`config.mk`:
```
export PLATFORM = sky130hd
export DESIGN_NAME = buck_switch_protection_control
export DESIGN_NICKNAME = d
export VERILOG_FILES = /design/src/rtl/buck_ctrl_pkg.sv /design/src/rtl/buck_switch_protection_control.sv /design/src/rtl/gate_nonoverlap.sv
export SDC_FILE = /design/constraint.sdc
export NUM_CORES = 1
export LEC_CHECK = 0
export ABC_CLOCK_PERIOD_IN_PS = 2900
export BUFFER_PORTS_ARGS = -buffer_cell sky130_fd_sc_hd__buf_2
export CORE_ASPECT_RATIO = 1.2
export CORE_UTILIZATION = 50
export CTS_BUF_LIST = sky130_fd_sc_hd__clkbuf_4 sky130_fd_sc_hd__clkbuf_8 sky130_fd_sc_hd__clkbuf_16
export DETAILED_ROUTE_END_ITERATION = 8
export GPL_TIMING_DRIVEN = 0
export PLACE_DENSITY = 0.68
export SYNTH_ARGS = -nofsm -noshare
export SYNTH_HDL_FRONTEND = slang
export SYNTH_HIERARCHICAL = 1
export SYNTH_SLANG_ARGS = --single-unit
```
`constraint.sdc`:
```
create_clock -name clk -period 2.9 [get_ports clk]
set_input_delay 0.29 -clock clk [delete_from_list [all_inputs] [get_ports clk]]
set_output_delay 0.29 -clock clk [all_outputs]
set_load 0.01 [all_outputs]
```
`src/rtl/buck_ctrl_pkg.sv`:
```
// Shared constants, states and carriers for the step-down switching controller
package buck_ctrl_pkg;
	localparam int CLK_MHZ        = 200;
	// Oscillator period and non-overlap time in ns
	localparam int OSC_PERIOD_NS  = 2000;
	localparam int OSC_CYCLES     = (OSC_PERIOD_NS * CLK_MHZ) / 1000;
	localparam int DEADTIME_NS    = 20;
	localparam int DEAD_CYCLES    = (DEADTIME_NS * CLK_MHZ + 999) / 1000;
	localparam int OSC_W          = 10;
	localparam int DEAD_W         = 4;
	localparam int CNT_W          = 16;
	localparam int OVERLOAD_LIMIT = 512;
	localparam int OC_HICCUP      = 16384;
	localparam int THERM_HICCUP   = 32768;
	localparam int RAMP_W         = 10;
	localparam logic [RAMP_W-1:0] RAMP_STEP = 10'h001;

	typedef enum logic [1:0] {
		RUN     = 2'h0,
		OC_WAIT = 2'h1,
		HOT     = 2'h3,
		COOL    = 2'h2
	} mode_t;

	typedef enum logic [1:0] {
		OFF_BOTH = 2'h0,
		HIGH_ON  = 2'h1,
		LOW_ON   = 2'h3
	} phase_t;

	// Comparator results, all synchronous to clk
	typedef struct packed {
		logic peak_reached;
		logic src_over;
		logic sink_over;
		logic overvoltage;
		logic boot_low;
		logic below_light;
		logic overload;
		logic over_temp;
		logic cooled;
		logic ss_above_fb;
	} sense_t;

	// Switch commands to the drivers
	typedef struct packed {
		logic high_on;
		logic low_on;
	} gate_t;
endpackage

```
`src/rtl/buck_switch_protection_control.sv`:
```
// Per-cycle switch decision, protection and hiccup timing for a step-down converter
//
// Overview of operation
// - Pre-bias start: both off until soft-start above feedback
// - Target is lower of soft-start and reference
// - Bootstrap charges below input and below regulation
// - Bootstrap undervoltage: high off, low on
// - Overvoltage keeps high-side switch off
// - After overvoltage, high resumes next cycle only
// - Peak current reached ends high-side on-time
// - Sourcing over-limit at cycle end skips next
// - Resume high only if sourcing clear at start
// - Sinking over-limit: both off until next cycle
// - Overload over 512 cycles: stop 16384 cycles
// - Over-temperature stops; cooled, wait 32768 then restart
// - Ramp added to sensed current before comparison
// - Oscillator starts high; high off turns low on
// - Below light-load peak, skip switching until above
`timescale 1ns/1ps
module buck_switch_protection_control (
	input  wire logic                                    clk,
	input  wire logic                                    rstn,
	input  wire buck_ctrl_pkg::sense_t                   sense,
	input  wire logic                                    soft_start_below_ref,
	input  wire logic                                    boot_below_vin,
	input  wire logic                                    boot_below_reg,
	output buck_ctrl_pkg::gate_t                         gate,
	output logic                                         boot_charge_en,
	output logic                                         target_is_soft_start,
	output logic [buck_ctrl_pkg::RAMP_W-1:0]             slope_ramp,
	output logic                                         switching_active,
	output logic                                         restart_soft_start
);
	typedef struct packed {
		buck_ctrl_pkg::mode_t        mode;
		buck_ctrl_pkg::phase_t       phase;
		logic [buck_ctrl_pkg::OSC_W-1:0]  osc;
		logic [buck_ctrl_pkg::CNT_W-1:0]  cnt;
		logic [buck_ctrl_pkg::CNT_W-1:0]  ol_cycles;
		logic                        light_skip;
		logic                        prebias_done;
		logic                        boot_chg;
		logic                        tgt_ss;
		logic [buck_ctrl_pkg::RAMP_W-1:0] ramp;
		logic                        restart;
		logic                        active;
	} state_t;

	state_t              s;
	state_t              next_s;
	logic                cycle_start;
	buck_ctrl_pkg::gate_t want;

	assign cycle_start = (s.osc == buck_ctrl_pkg::OSC_W'(buck_ctrl_pkg::OSC_CYCLES - 1));

	always_comb begin
		next_s = s;
		next_s.restart = 1'b0;
		next_s.boot_chg = boot_below_vin && boot_below_reg;
		next_s.tgt_ss = soft_start_below_ref;
		next_s.osc = cycle_start ? '0 : s.osc + 1'b1;
		// Ramp restarts every cycle and is summed with switch current upstream of the comparator
		next_s.ramp = cycle_start ? '0 : s.ramp + buck_ctrl_pkg::RAMP_STEP;
		if (sense.ss_above_fb) begin
			next_s.prebias_done = 1'b1;
		end
		unique case (s.mode)
			buck_ctrl_pkg::RUN: begin
				if (sense.over_temp) begin
					next_s.mode  = buck_ctrl_pkg::HOT;
					next_s.phase = buck_ctrl_pkg::OFF_BOTH;
				end else if (cycle_start) begin
					// Overload counted per cycle; more than the limit trips hiccup
					if (sense.overload) begin
						next_s.ol_cycles = s.ol_cycles + 1'b1;
					end else begin
						next_s.ol_cycles = '0;
					end
					if (sense.overload && s.ol_cycles == buck_ctrl_pkg::CNT_W'(buck_ctrl_pkg::OVERLOAD_LIMIT)) begin
						next_s.mode      = buck_ctrl_pkg::OC_WAIT;
						next_s.cnt       = '0;
						next_s.phase     = buck_ctrl_pkg::OFF_BOTH;
					end else begin
						next_s.light_skip = s.light_skip ? sense.below_light : 1'b0;
						if (!s.prebias_done && !sense.ss_above_fb) begin
							next_s.phase = buck_ctrl_pkg::OFF_BOTH;
						end else if (sense.src_over) begin
							next_s.phase = buck_ctrl_pkg::LOW_ON;
						end else if (sense.overvoltage || s.light_skip) begin
							// Turn-on is decided only here, so a cleared overvoltage waits for a cycle start
							next_s.phase = buck_ctrl_pkg::OFF_BOTH;
						end else begin
							next_s.phase = buck_ctrl_pkg::HIGH_ON;
						end
					end
				end else begin
					unique case (s.phase)
						buck_ctrl_pkg::HIGH_ON: begin
							if (sense.overvoltage || sense.boot_low || sense.peak_reached) begin
								next_s.phase = buck_ctrl_pkg::LOW_ON;
							end
							if (sense.peak_reached && sense.below_light) begin
								next_s.light_skip = 1'b1;
							end
						end
						buck_ctrl_pkg::LOW_ON: begin
							if (sense.sink_over) begin
								next_s.phase = buck_ctrl_pkg::OFF_BOTH;
							end
						end
						buck_ctrl_pkg::OFF_BOTH: begin
							if (sense.boot_low && s.prebias_done) begin
								next_s.phase = buck_ctrl_pkg::LOW_ON;
							end
						end
						default: next_s.phase = buck_ctrl_pkg::OFF_BOTH;
					endcase
				end
			end
			buck_ctrl_pkg::OC_WAIT: begin
				next_s.phase = buck_ctrl_pkg::OFF_BOTH;
				if (cycle_start) begin
					next_s.cnt = s.cnt + 1'b1;
					if (s.cnt == buck_ctrl_pkg::CNT_W'(buck_ctrl_pkg::OC_HICCUP - 1)) begin
						next_s.mode = buck_ctrl_pkg::RUN;
						next_s.ol_cycles = '0;
						next_s.prebias_done = 1'b0;
						next_s.restart = 1'b1;
					end
				end
			end
			buck_ctrl_pkg::HOT: begin
				next_s.phase = buck_ctrl_pkg::OFF_BOTH;
				next_s.cnt = '0;
				if (sense.cooled && !sense.over_temp) begin
					next_s.mode = buck_ctrl_pkg::COOL;
				end
			end
			buck_ctrl_pkg::COOL: begin
				next_s.phase = buck_ctrl_pkg::OFF_BOTH;
				if (sense.over_temp) begin
					next_s.mode = buck_ctrl_pkg::HOT;
				end else if (cycle_start) begin
					next_s.cnt = s.cnt + 1'b1;
					if (s.cnt == buck_ctrl_pkg::CNT_W'(buck_ctrl_pkg::THERM_HICCUP - 1)) begin
						next_s.mode = buck_ctrl_pkg::RUN;
						next_s.ol_cycles = '0;
						next_s.prebias_done = 1'b0;
						next_s.restart = 1'b1;
					end
				end
			end
			default: next_s.mode = buck_ctrl_pkg::RUN;
		endcase
		// Sink limit overrides any late decision, except at a cycle start
		if (s.phase == buck_ctrl_pkg::LOW_ON && sense.sink_over && !cycle_start) begin
			next_s.phase = buck_ctrl_pkg::OFF_BOTH;
		end
		next_s.active = (next_s.mode == buck_ctrl_pkg::RUN);
	end

	always_ff @(posedge clk or negedge rstn) begin
		if (!rstn) begin
			s <= '0;
			// Mode resets to run, so the activity flag reads high in reset
			s.active <= 1'b1;
		end else begin
			s <= next_s;
		end
	end

	always_comb begin
		want.high_on = (s.phase == buck_ctrl_pkg::HIGH_ON);
		want.low_on  = (s.phase == buck_ctrl_pkg::LOW_ON);
	end

	// Adds the non-overlap gap; gate outputs come from its flip-flops
	gate_nonoverlap u_gate (
		.clk   (clk),
		.rstn  (rstn),
		.want  (want),
		.drive (gate)
	);

	assign boot_charge_en       = s.boot_chg;
	assign target_is_soft_start = s.tgt_ss;
	assign slope_ramp           = s.ramp;
	assign switching_active     = s.active;
	assign restart_soft_start   = s.restart;
endmodule

```
`src/rtl/gate_nonoverlap.sv`:
```
// Break-before-make stage between switch requests and gate drivers
`timescale 1ns/1ps
module gate_nonoverlap (
	input  wire logic                 clk,
	input  wire logic                 rstn,
	input  wire buck_ctrl_pkg::gate_t want,
	output buck_ctrl_pkg::gate_t      drive
);
	typedef struct packed {
		buck_ctrl_pkg::gate_t          g;
		logic [buck_ctrl_pkg::DEAD_W-1:0] dead;
	} nstate_t;

	nstate_t s;
	nstate_t next_s;

	always_comb begin
		next_s = s;
		if (s.dead != '0) begin
			next_s.dead = s.dead - 1'b1;
		end
		// Any turn-off is immediate; a turn-on waits out the dead time
		if (!want.high_on) begin
			next_s.g.high_on = 1'b0;
		end
		if (!want.low_on) begin
			next_s.g.low_on = 1'b0;
		end
		if ((s.g.high_on && !want.high_on) || (s.g.low_on && !want.low_on)) begin
			next_s.dead = buck_ctrl_pkg::DEAD_W'(buck_ctrl_pkg::DEAD_CYCLES);
		end else if (s.dead == '0 && !s.g.high_on && !s.g.low_on) begin
			// Never both on, high side wins ties
			if (want.high_on) begin
				next_s.g.high_on = 1'b1;
			end else if (want.low_on) begin
				next_s.g.low_on = 1'b1;
			end
		end
	end

	always_ff @(posedge clk or negedge rstn) begin
		if (!rstn) begin
			s <= '0;
		end else begin
			s <= next_s;
		end
	end

	assign drive = s.g;
endmodule

```
==> out/metrics.yaml, run 1 <==
finalPower_mw: 3.47
ctsResizeCount: 0
drive_gt1_frac: 0.172
timing.rr.start: "s[32]"
netlist-cell-type-count: 59
antenna_found_initial: 0
multi_input_area_um2: 2020
fin_nets: 495
drc: 6
grt_pass1_vias: 3218
instances_no_fill: 564
cp_slowest_stage_delay_ns: 0.46
ff_latch_area_um2: 1700
fmax_mhz: 372
fin_crit_sh: 0.926
maxCapViolations: 0
insertion_delay_ns: 0.35
overflow: 0
globalplace.congestion: 0.823
num_rows: 35
post_cts_buffers: 0
ant_nets: 0
slew_violations: 0
setup.worst_path.end_class: "flop"
dieArea_um2: 8400
setup_viol_count_final: 0
synth_area_leaders: "dfrtp_1 (42%), ha_1 (4.0%), nor2_1 (3.9%)"
hp-class: "input pin to async pin"
yosys_warnings: 6
synth_edf_count: 0
r2r_slack_ns: 0.21
worstSetupPathType: "flop to flop"
cts-buffers-inserted: 9
vias_per_cell: 5.92
cp_max_fo: 10
reg2reg_depth: 8
first_pass_iters: 7
peakVddDrop_mv: 0.403
worstPathRequired_ns: 3.11
powerDensity_nw_per_um2: 771
ys_seq_area_frac: 0.424
place_hpwl_mm: 6.00
pin_count: 31
ys_async_sr_fraction: 1.00
wire_per_inst_um: 15.2
track_usage: 0.220
ys_seq_elements: 68
status: "finished with violations"
syn_inst: 427
hold_viol: 0
synth_top_area_share: 0.417
grt_first_pass_wirelength_mm: 14.8
final_cell_mix: "dfrtp_1 (67), nor2_1 (42), buf_2 (32)"
relSlewSlack: 0.421
final_common_cell: "dfrtp_1"
rsz0062_at_grt: "no"
area_growth_syn_to_layout_pct: 12.1
crit_chain: "ha_1 > and3_1 > and4_1 > clkbuf_1 > a21o_1 > o211ai_1 > clkbuf_1 > o22ai_1"
num_vias: 3340
cts_tree: "yes"
startpoint_type: "flop"
grt_max_degree: 69
crit_top_cell: "clkbuf_1"
timing.rr.end: "s[19]"
fin_crit_ns: 2.69
p_leak_nw: 1.98
coreArea_um2: 7750
clkTransAtPathRegs_ns: 0.08
wl_mm: 8.56
final.setup.worst_slack_ns: 0.214
dp_worst_setup_slack_ns: 0.257
fin_tns_setup_ns: 0
dieWidth_um: 83.9
numPortBuffers: 29
syn_nets: 455
initial_utilization: 0.519
holdBufCountCts: 0
violations: "design-rule violations"
placed_cells: 548
avgSynthCellArea_um2: 9.41
synth_ff_type: "dfrtp_1"
synthesis.area_um2: 4020
clock_path_buffers: 2
drt_iter0_markers: 183
cts-root-buf: "clkbuf_8"
cts_max_level: 3
crit_slowest_cell: "o211ai_1"
die_height_um: 100
cts_sinks: 68
cp.arrival_ns: 2.89
worst_pin_slew_ns: 0.868
synth.largest_area_cell: "dfrtp_1"
diodes: 0
fill_cells: 678
fin_worst_skew_ns: 0.0102
-- worst max-delay path by stage --
stage | startpoint | cells after the start | endpoint | slack [ns]
5_1_grt | s[32] | 8 | s[29] | 0.01
3_5_place_dp | s[32] | 8 | s[24] | 0.26
2_1_floorplan | s[32] | 8 | s[19] | 0.76
4_1_cts | s[32] | 8 | s[19] | 0.24
3_3_place_gp | s[32] | 8 | s[29] | 0.27
6_report | s[32] | 8 | s[19] | 0.21
-- metrics by stage --
| stage | util | area [µm²] | hold slack [ns] |
|---|---|---|---|
| 2_1_floorplan | - | 4020 | -0.00559 |
| 3_3_place_gp | 0.552 | 4280 | 0.398 |
| 3_5_place_dp | 0.553 | 4280 | 0.400 |
| 4_1_cts | 0.581 | 4510 | 0.0247 |
| 5_1_grt | 0.581 | 4510 | 0.0352 |
| 6_report | 0.581 | 4510 | 0.0365 |
-- metal layers --
layer | global-route usage | part of all wire
met1 | 0.285 | 0.45
met2 | 0.366 | 0.49
met3 | 0.0313 | 0.039
met4 | 0.102 | 0.014
met5 | 0 | 0
-- cells in the mapped netlist, drive strengths merged, types with 3 or more instances --
cell type and n:
o31ai 25, nand4 12, buf 22, dfrtp 67, nand2b 9, and3 12, nand3 25, o311a 3
a221oi 6, o21a 4, a211oi 3, xor2 8, inv 25, a31oi 6, ha 13, o41ai 5
o21ai 21, o211ai 6, and4 5, o2bb2ai 3, nor3 8, a21oi 13, and2 5, o22ai 8
nor2 42, xnor2 9, clkbuf 10, nand2 18, mux2i 3, nor3b 3
-- power breakdown --
group          switching [mW]  internal (mW)  total (mW)
combinational           0.869          0.514        1.38
sequential              0.130           1.08        1.21
clock                   0.391          0.488       0.879
total                    1.39           2.08        3.47
-- worst max-delay path: cells and delay by family (launching register included) --
family | cells | cell delay (ns)
AO/OA/AOI/OAI | 3 | 0.85
buffers and inverters | 2 | 0.58
AND/OR/NAND/NOR | 2 | 0.42
adder cells (fa/ha/maj) | 1 | 0.26
flip-flops | 1 | 0.43
-- sequential cells by signal, indices dropped and copies added, names as in the netlist --
signal / flops
s: 48
slope_ramp: 10
u_gate/s: 4
u_gate/drive: 2
boot_charge_en: 1
restart_soft_start: 1
switching_active: 1
target_is_soft_start: 1
-- kinds of logic (layout without fill, tap and decap cells) --
family          count (synthesis)  in the layout  synth area share
fa+ha+maj                      13             13            0.0405
mux                             3              3           0.00747
flops                          68             68             0.424
simple gates                  155            155             0.211
compound gates                114            114             0.207
xor+xnor                       17             17            0.0370
buf+inv                        57            102            0.0731
-- final cells by class --
type,instances,share of cell area
Buffer,32,0.0444
Clock buffer,9,0.0275
Clock inverter,7,0.0219
Inverter,25,0.0208
Multi-Input combinational cell,302,0.449
Sequential cell,68,0.378
Tap cell,92,0.0255
Timing Repair Buffer,29,0.0328
Note: power is estimated with default switching activity, not from simulation.
==> run 2: changes to the inputs <==
--- a/config.mk
+++ b/config.mk
@@ -13,6 +13,7 @@
 export DETAILED_ROUTE_END_ITERATION = 8
 export GPL_TIMING_DRIVEN = 0
 export PLACE_DENSITY = 0.68
+export RECOVER_POWER = 50
 export SYNTH_ARGS = -nofsm -noshare
 export SYNTH_HDL_FRONTEND = slang
 export SYNTH_HIERARCHICAL = 1
==> out/metrics.yaml, run 2 (same netlist as run 1, synthesis figures left out) <==
status: "finished with violations"
violations: "design-rule violations, max-capacitance violations, max-slew violations"
diodes: 0  # unchanged
fmax_mhz: 372  # about the same
drive_gt1_frac: 0.165  # -0.00636
reg2reg_depth: 8  # unchanged
insertion_delay_ns: 0.35  # about the same
grt_first_pass_wirelength_mm: 14.8  # unchanged
cp.arrival_ns: 2.89  # about the same
slew_violations: 69  # +69
finalPower_mw: 3.47  # about the same
timing.rr.end: "s[19]"
cell_internal_pwr_mw: 2.08  # about the same
fill_cells: 680  # +0.29%
setup_viol_count_final: 0  # unchanged
seqPwrFrac: 0.349  # about the same
clock_path_buffers: 2  # unchanged
num_vias: 3333  # -0.21%
fin_tns_setup_ns: 0  # unchanged
crit_start: "s[32]"
grt_max_degree: 69  # unchanged
pin_count: 31  # unchanged
fin_nets: 495  # unchanged
worstPathRequired_ns: 3.11  # about the same
holdBufCountCts: 0  # unchanged
clkTransAtPathRegs_ns: 0.08  # about the same
vias_per_cell: 5.91  # -0.21%
endpoint: "s[19]"
first_pass_iters: 6  # -1
track_usage: 0.220  # unchanged
cts_max_level: 3  # unchanged
setup.worst_path.end_class: "flop"
timing.rr.start: "s[32]"
post_cts_buffers: 0  # unchanged
largest-register: "s"
p_clk_frac: 0.254  # about the same
wl_mm: 8.56  # about the same
crit_top_cell: "clkbuf_1"
crit_cells: 8  # unchanged
overflow: 0  # unchanged
powerDensity_nw_per_um2: 771  # about the same
fin_crit_ns: 2.68  # -0.00116 ns
rsz0062_at_grt: "no"
r2r_slack_ns: 0.22  # about the same
whs_ns: 0.0409  # +0.00443 ns
p_leak_nw: 1.97  # -0.57%
antenna_found_initial: 0  # unchanged
final_common_cell: "dfrtp_1"
largest_reg_flops: 48  # unchanged
drt_iter0_markers: 191  # +4.4%
ant_nets: 0  # unchanged
cts_tree: "yes"
dieArea_um2: 8400  # unchanged
globalplace.congestion: 0.823  # unchanged
ctsResizeCount: 0  # unchanged
hold_viol: 0  # unchanged
final_cell_mix: "dfrtp_1 (67), nor2_1 (42), buf_2 (29)"
hp-class: "input pin to flop"
placed_cells: 548  # unchanged
maxCapViolations: 1  # +1
power_switching_mw: 1.39  # -0.15%
final_util: 0.580  # -0.000807
cts-buffers-inserted: 9  # unchanged
worstSetupPathType: "flop to flop"
peakVddDrop_mv: 0.402  # -0.37%
cts_sinks: 68  # unchanged
crit_slowest_cell: "o211ai_1"
fin_worst_skew_ns: 0.0103  # +0.000156 ns
coreArea_um2: 7750  # unchanged
wire_per_inst_um: 15.2  # about the same
numPortBuffers: 29  # unchanged
dieWidth_um: 83.9  # unchanged
worst_pin_slew_ns: 1.70  # +0.831 ns
cp_max_fo: 10  # unchanged
num_rows: 35  # unchanged
initial_utilization: 0.519  # unchanged
crit_chain: "ha_1 > and3_1 > and4_1 > clkbuf_1 > a21o_1 > o211ai_1 > clkbuf_1 > o22ai_1"
area_growth_syn_to_layout_pct: 11.9
drc: 6  # unchanged
instances_no_fill: 564  # unchanged
grt_pass1_vias: 3218  # unchanged
cp_slowest_stage_delay_ns: 0.46  # about the same
place_hpwl_mm: 6.00  # unchanged
fin_crit_sh: 0.926  # about the same
cp.buffers_inverters: 2  # unchanged
die_height_um: 100  # unchanged
p_sw_frac: 0.400  # about the same
p_comb_frac: 0.397  # about the same
startpoint_type: "flop"
crit_family: "compound AO/OA/AOI/OAI gates"
cts-root-buf: "clkbuf_8"
relSlewSlack: -0.133  # -0.554
==> run 2: metrics by stage <==
stage | setup slack (ns) | instance area (µm²)
floorplan | 0.758 | 4020
global placement | 0.265 | 4280
detailed placement | 0.257 | 4280
CTS | 0.240 | 4510
global route | 0.00986 | 4500
finish | 0.215 | 4500
==> run 2: worst min path at each step <==
stage | startpoint | to | slack, ns | cells after the start
floorplan | rstn | boot_charge_en | -0.006 | 0
detailed placement | soft_start_below_ref | target_is_soft_start | 0.40 | 1
CTS | soft_start_below_ref | target_is_soft_start | 0.02 | 1
global placement | soft_start_below_ref | target_is_soft_start | 0.40 | 1
finish | soft_start_below_ref | target_is_soft_start | 0.04 | 1
global route | soft_start_below_ref | target_is_soft_start | 0.04 | 1
==> run 2: area by class of cell <==
cell class                 instances  area [µm²]  area share
multi-input combinational        302        2020       0.450
sequential                        68        1700       0.378
buffer                            32         200      0.0445
timing repair buffer              29         141      0.0314
clock buffer                       9         124      0.0275
tap                               92         115      0.0256
clock inverter                     7        98.8      0.0220
inverter                          25        93.8      0.0209
==> run 2: worst reg2reg max path, stage by stage, from the launching register on <==
cell      delay, ns
dfrtp_1        0.43
ha_1           0.26
and3_1         0.25
and4_1         0.17
clkbuf_1       0.13
a21o_1         0.26
o211ai_1       0.46
clkbuf_1       0.45
o22ai_1        0.13
==> run 2: per-layer routing <==
layer  wire length, µm  track usage  vias to the layer above
met4               112        0.102                        0
met3               344       0.0313                       11
met1              3870        0.285                     1607
met2              4240        0.366                       73
met5                 0            0                        -
li1                  -            -                     1642
==> run 2: power by group through the flow <==
stage,Clock [mW],Sequential (mW),Combinational [mW]
after floorplan,0,1.20,1.04
after global placement,0,1.22,1.34
after detailed placement,0,1.23,1.37
after CTS,0.905,1.21,1.38
after global routing,0.939,1.23,1.53
final,0.880,1.21,1.38
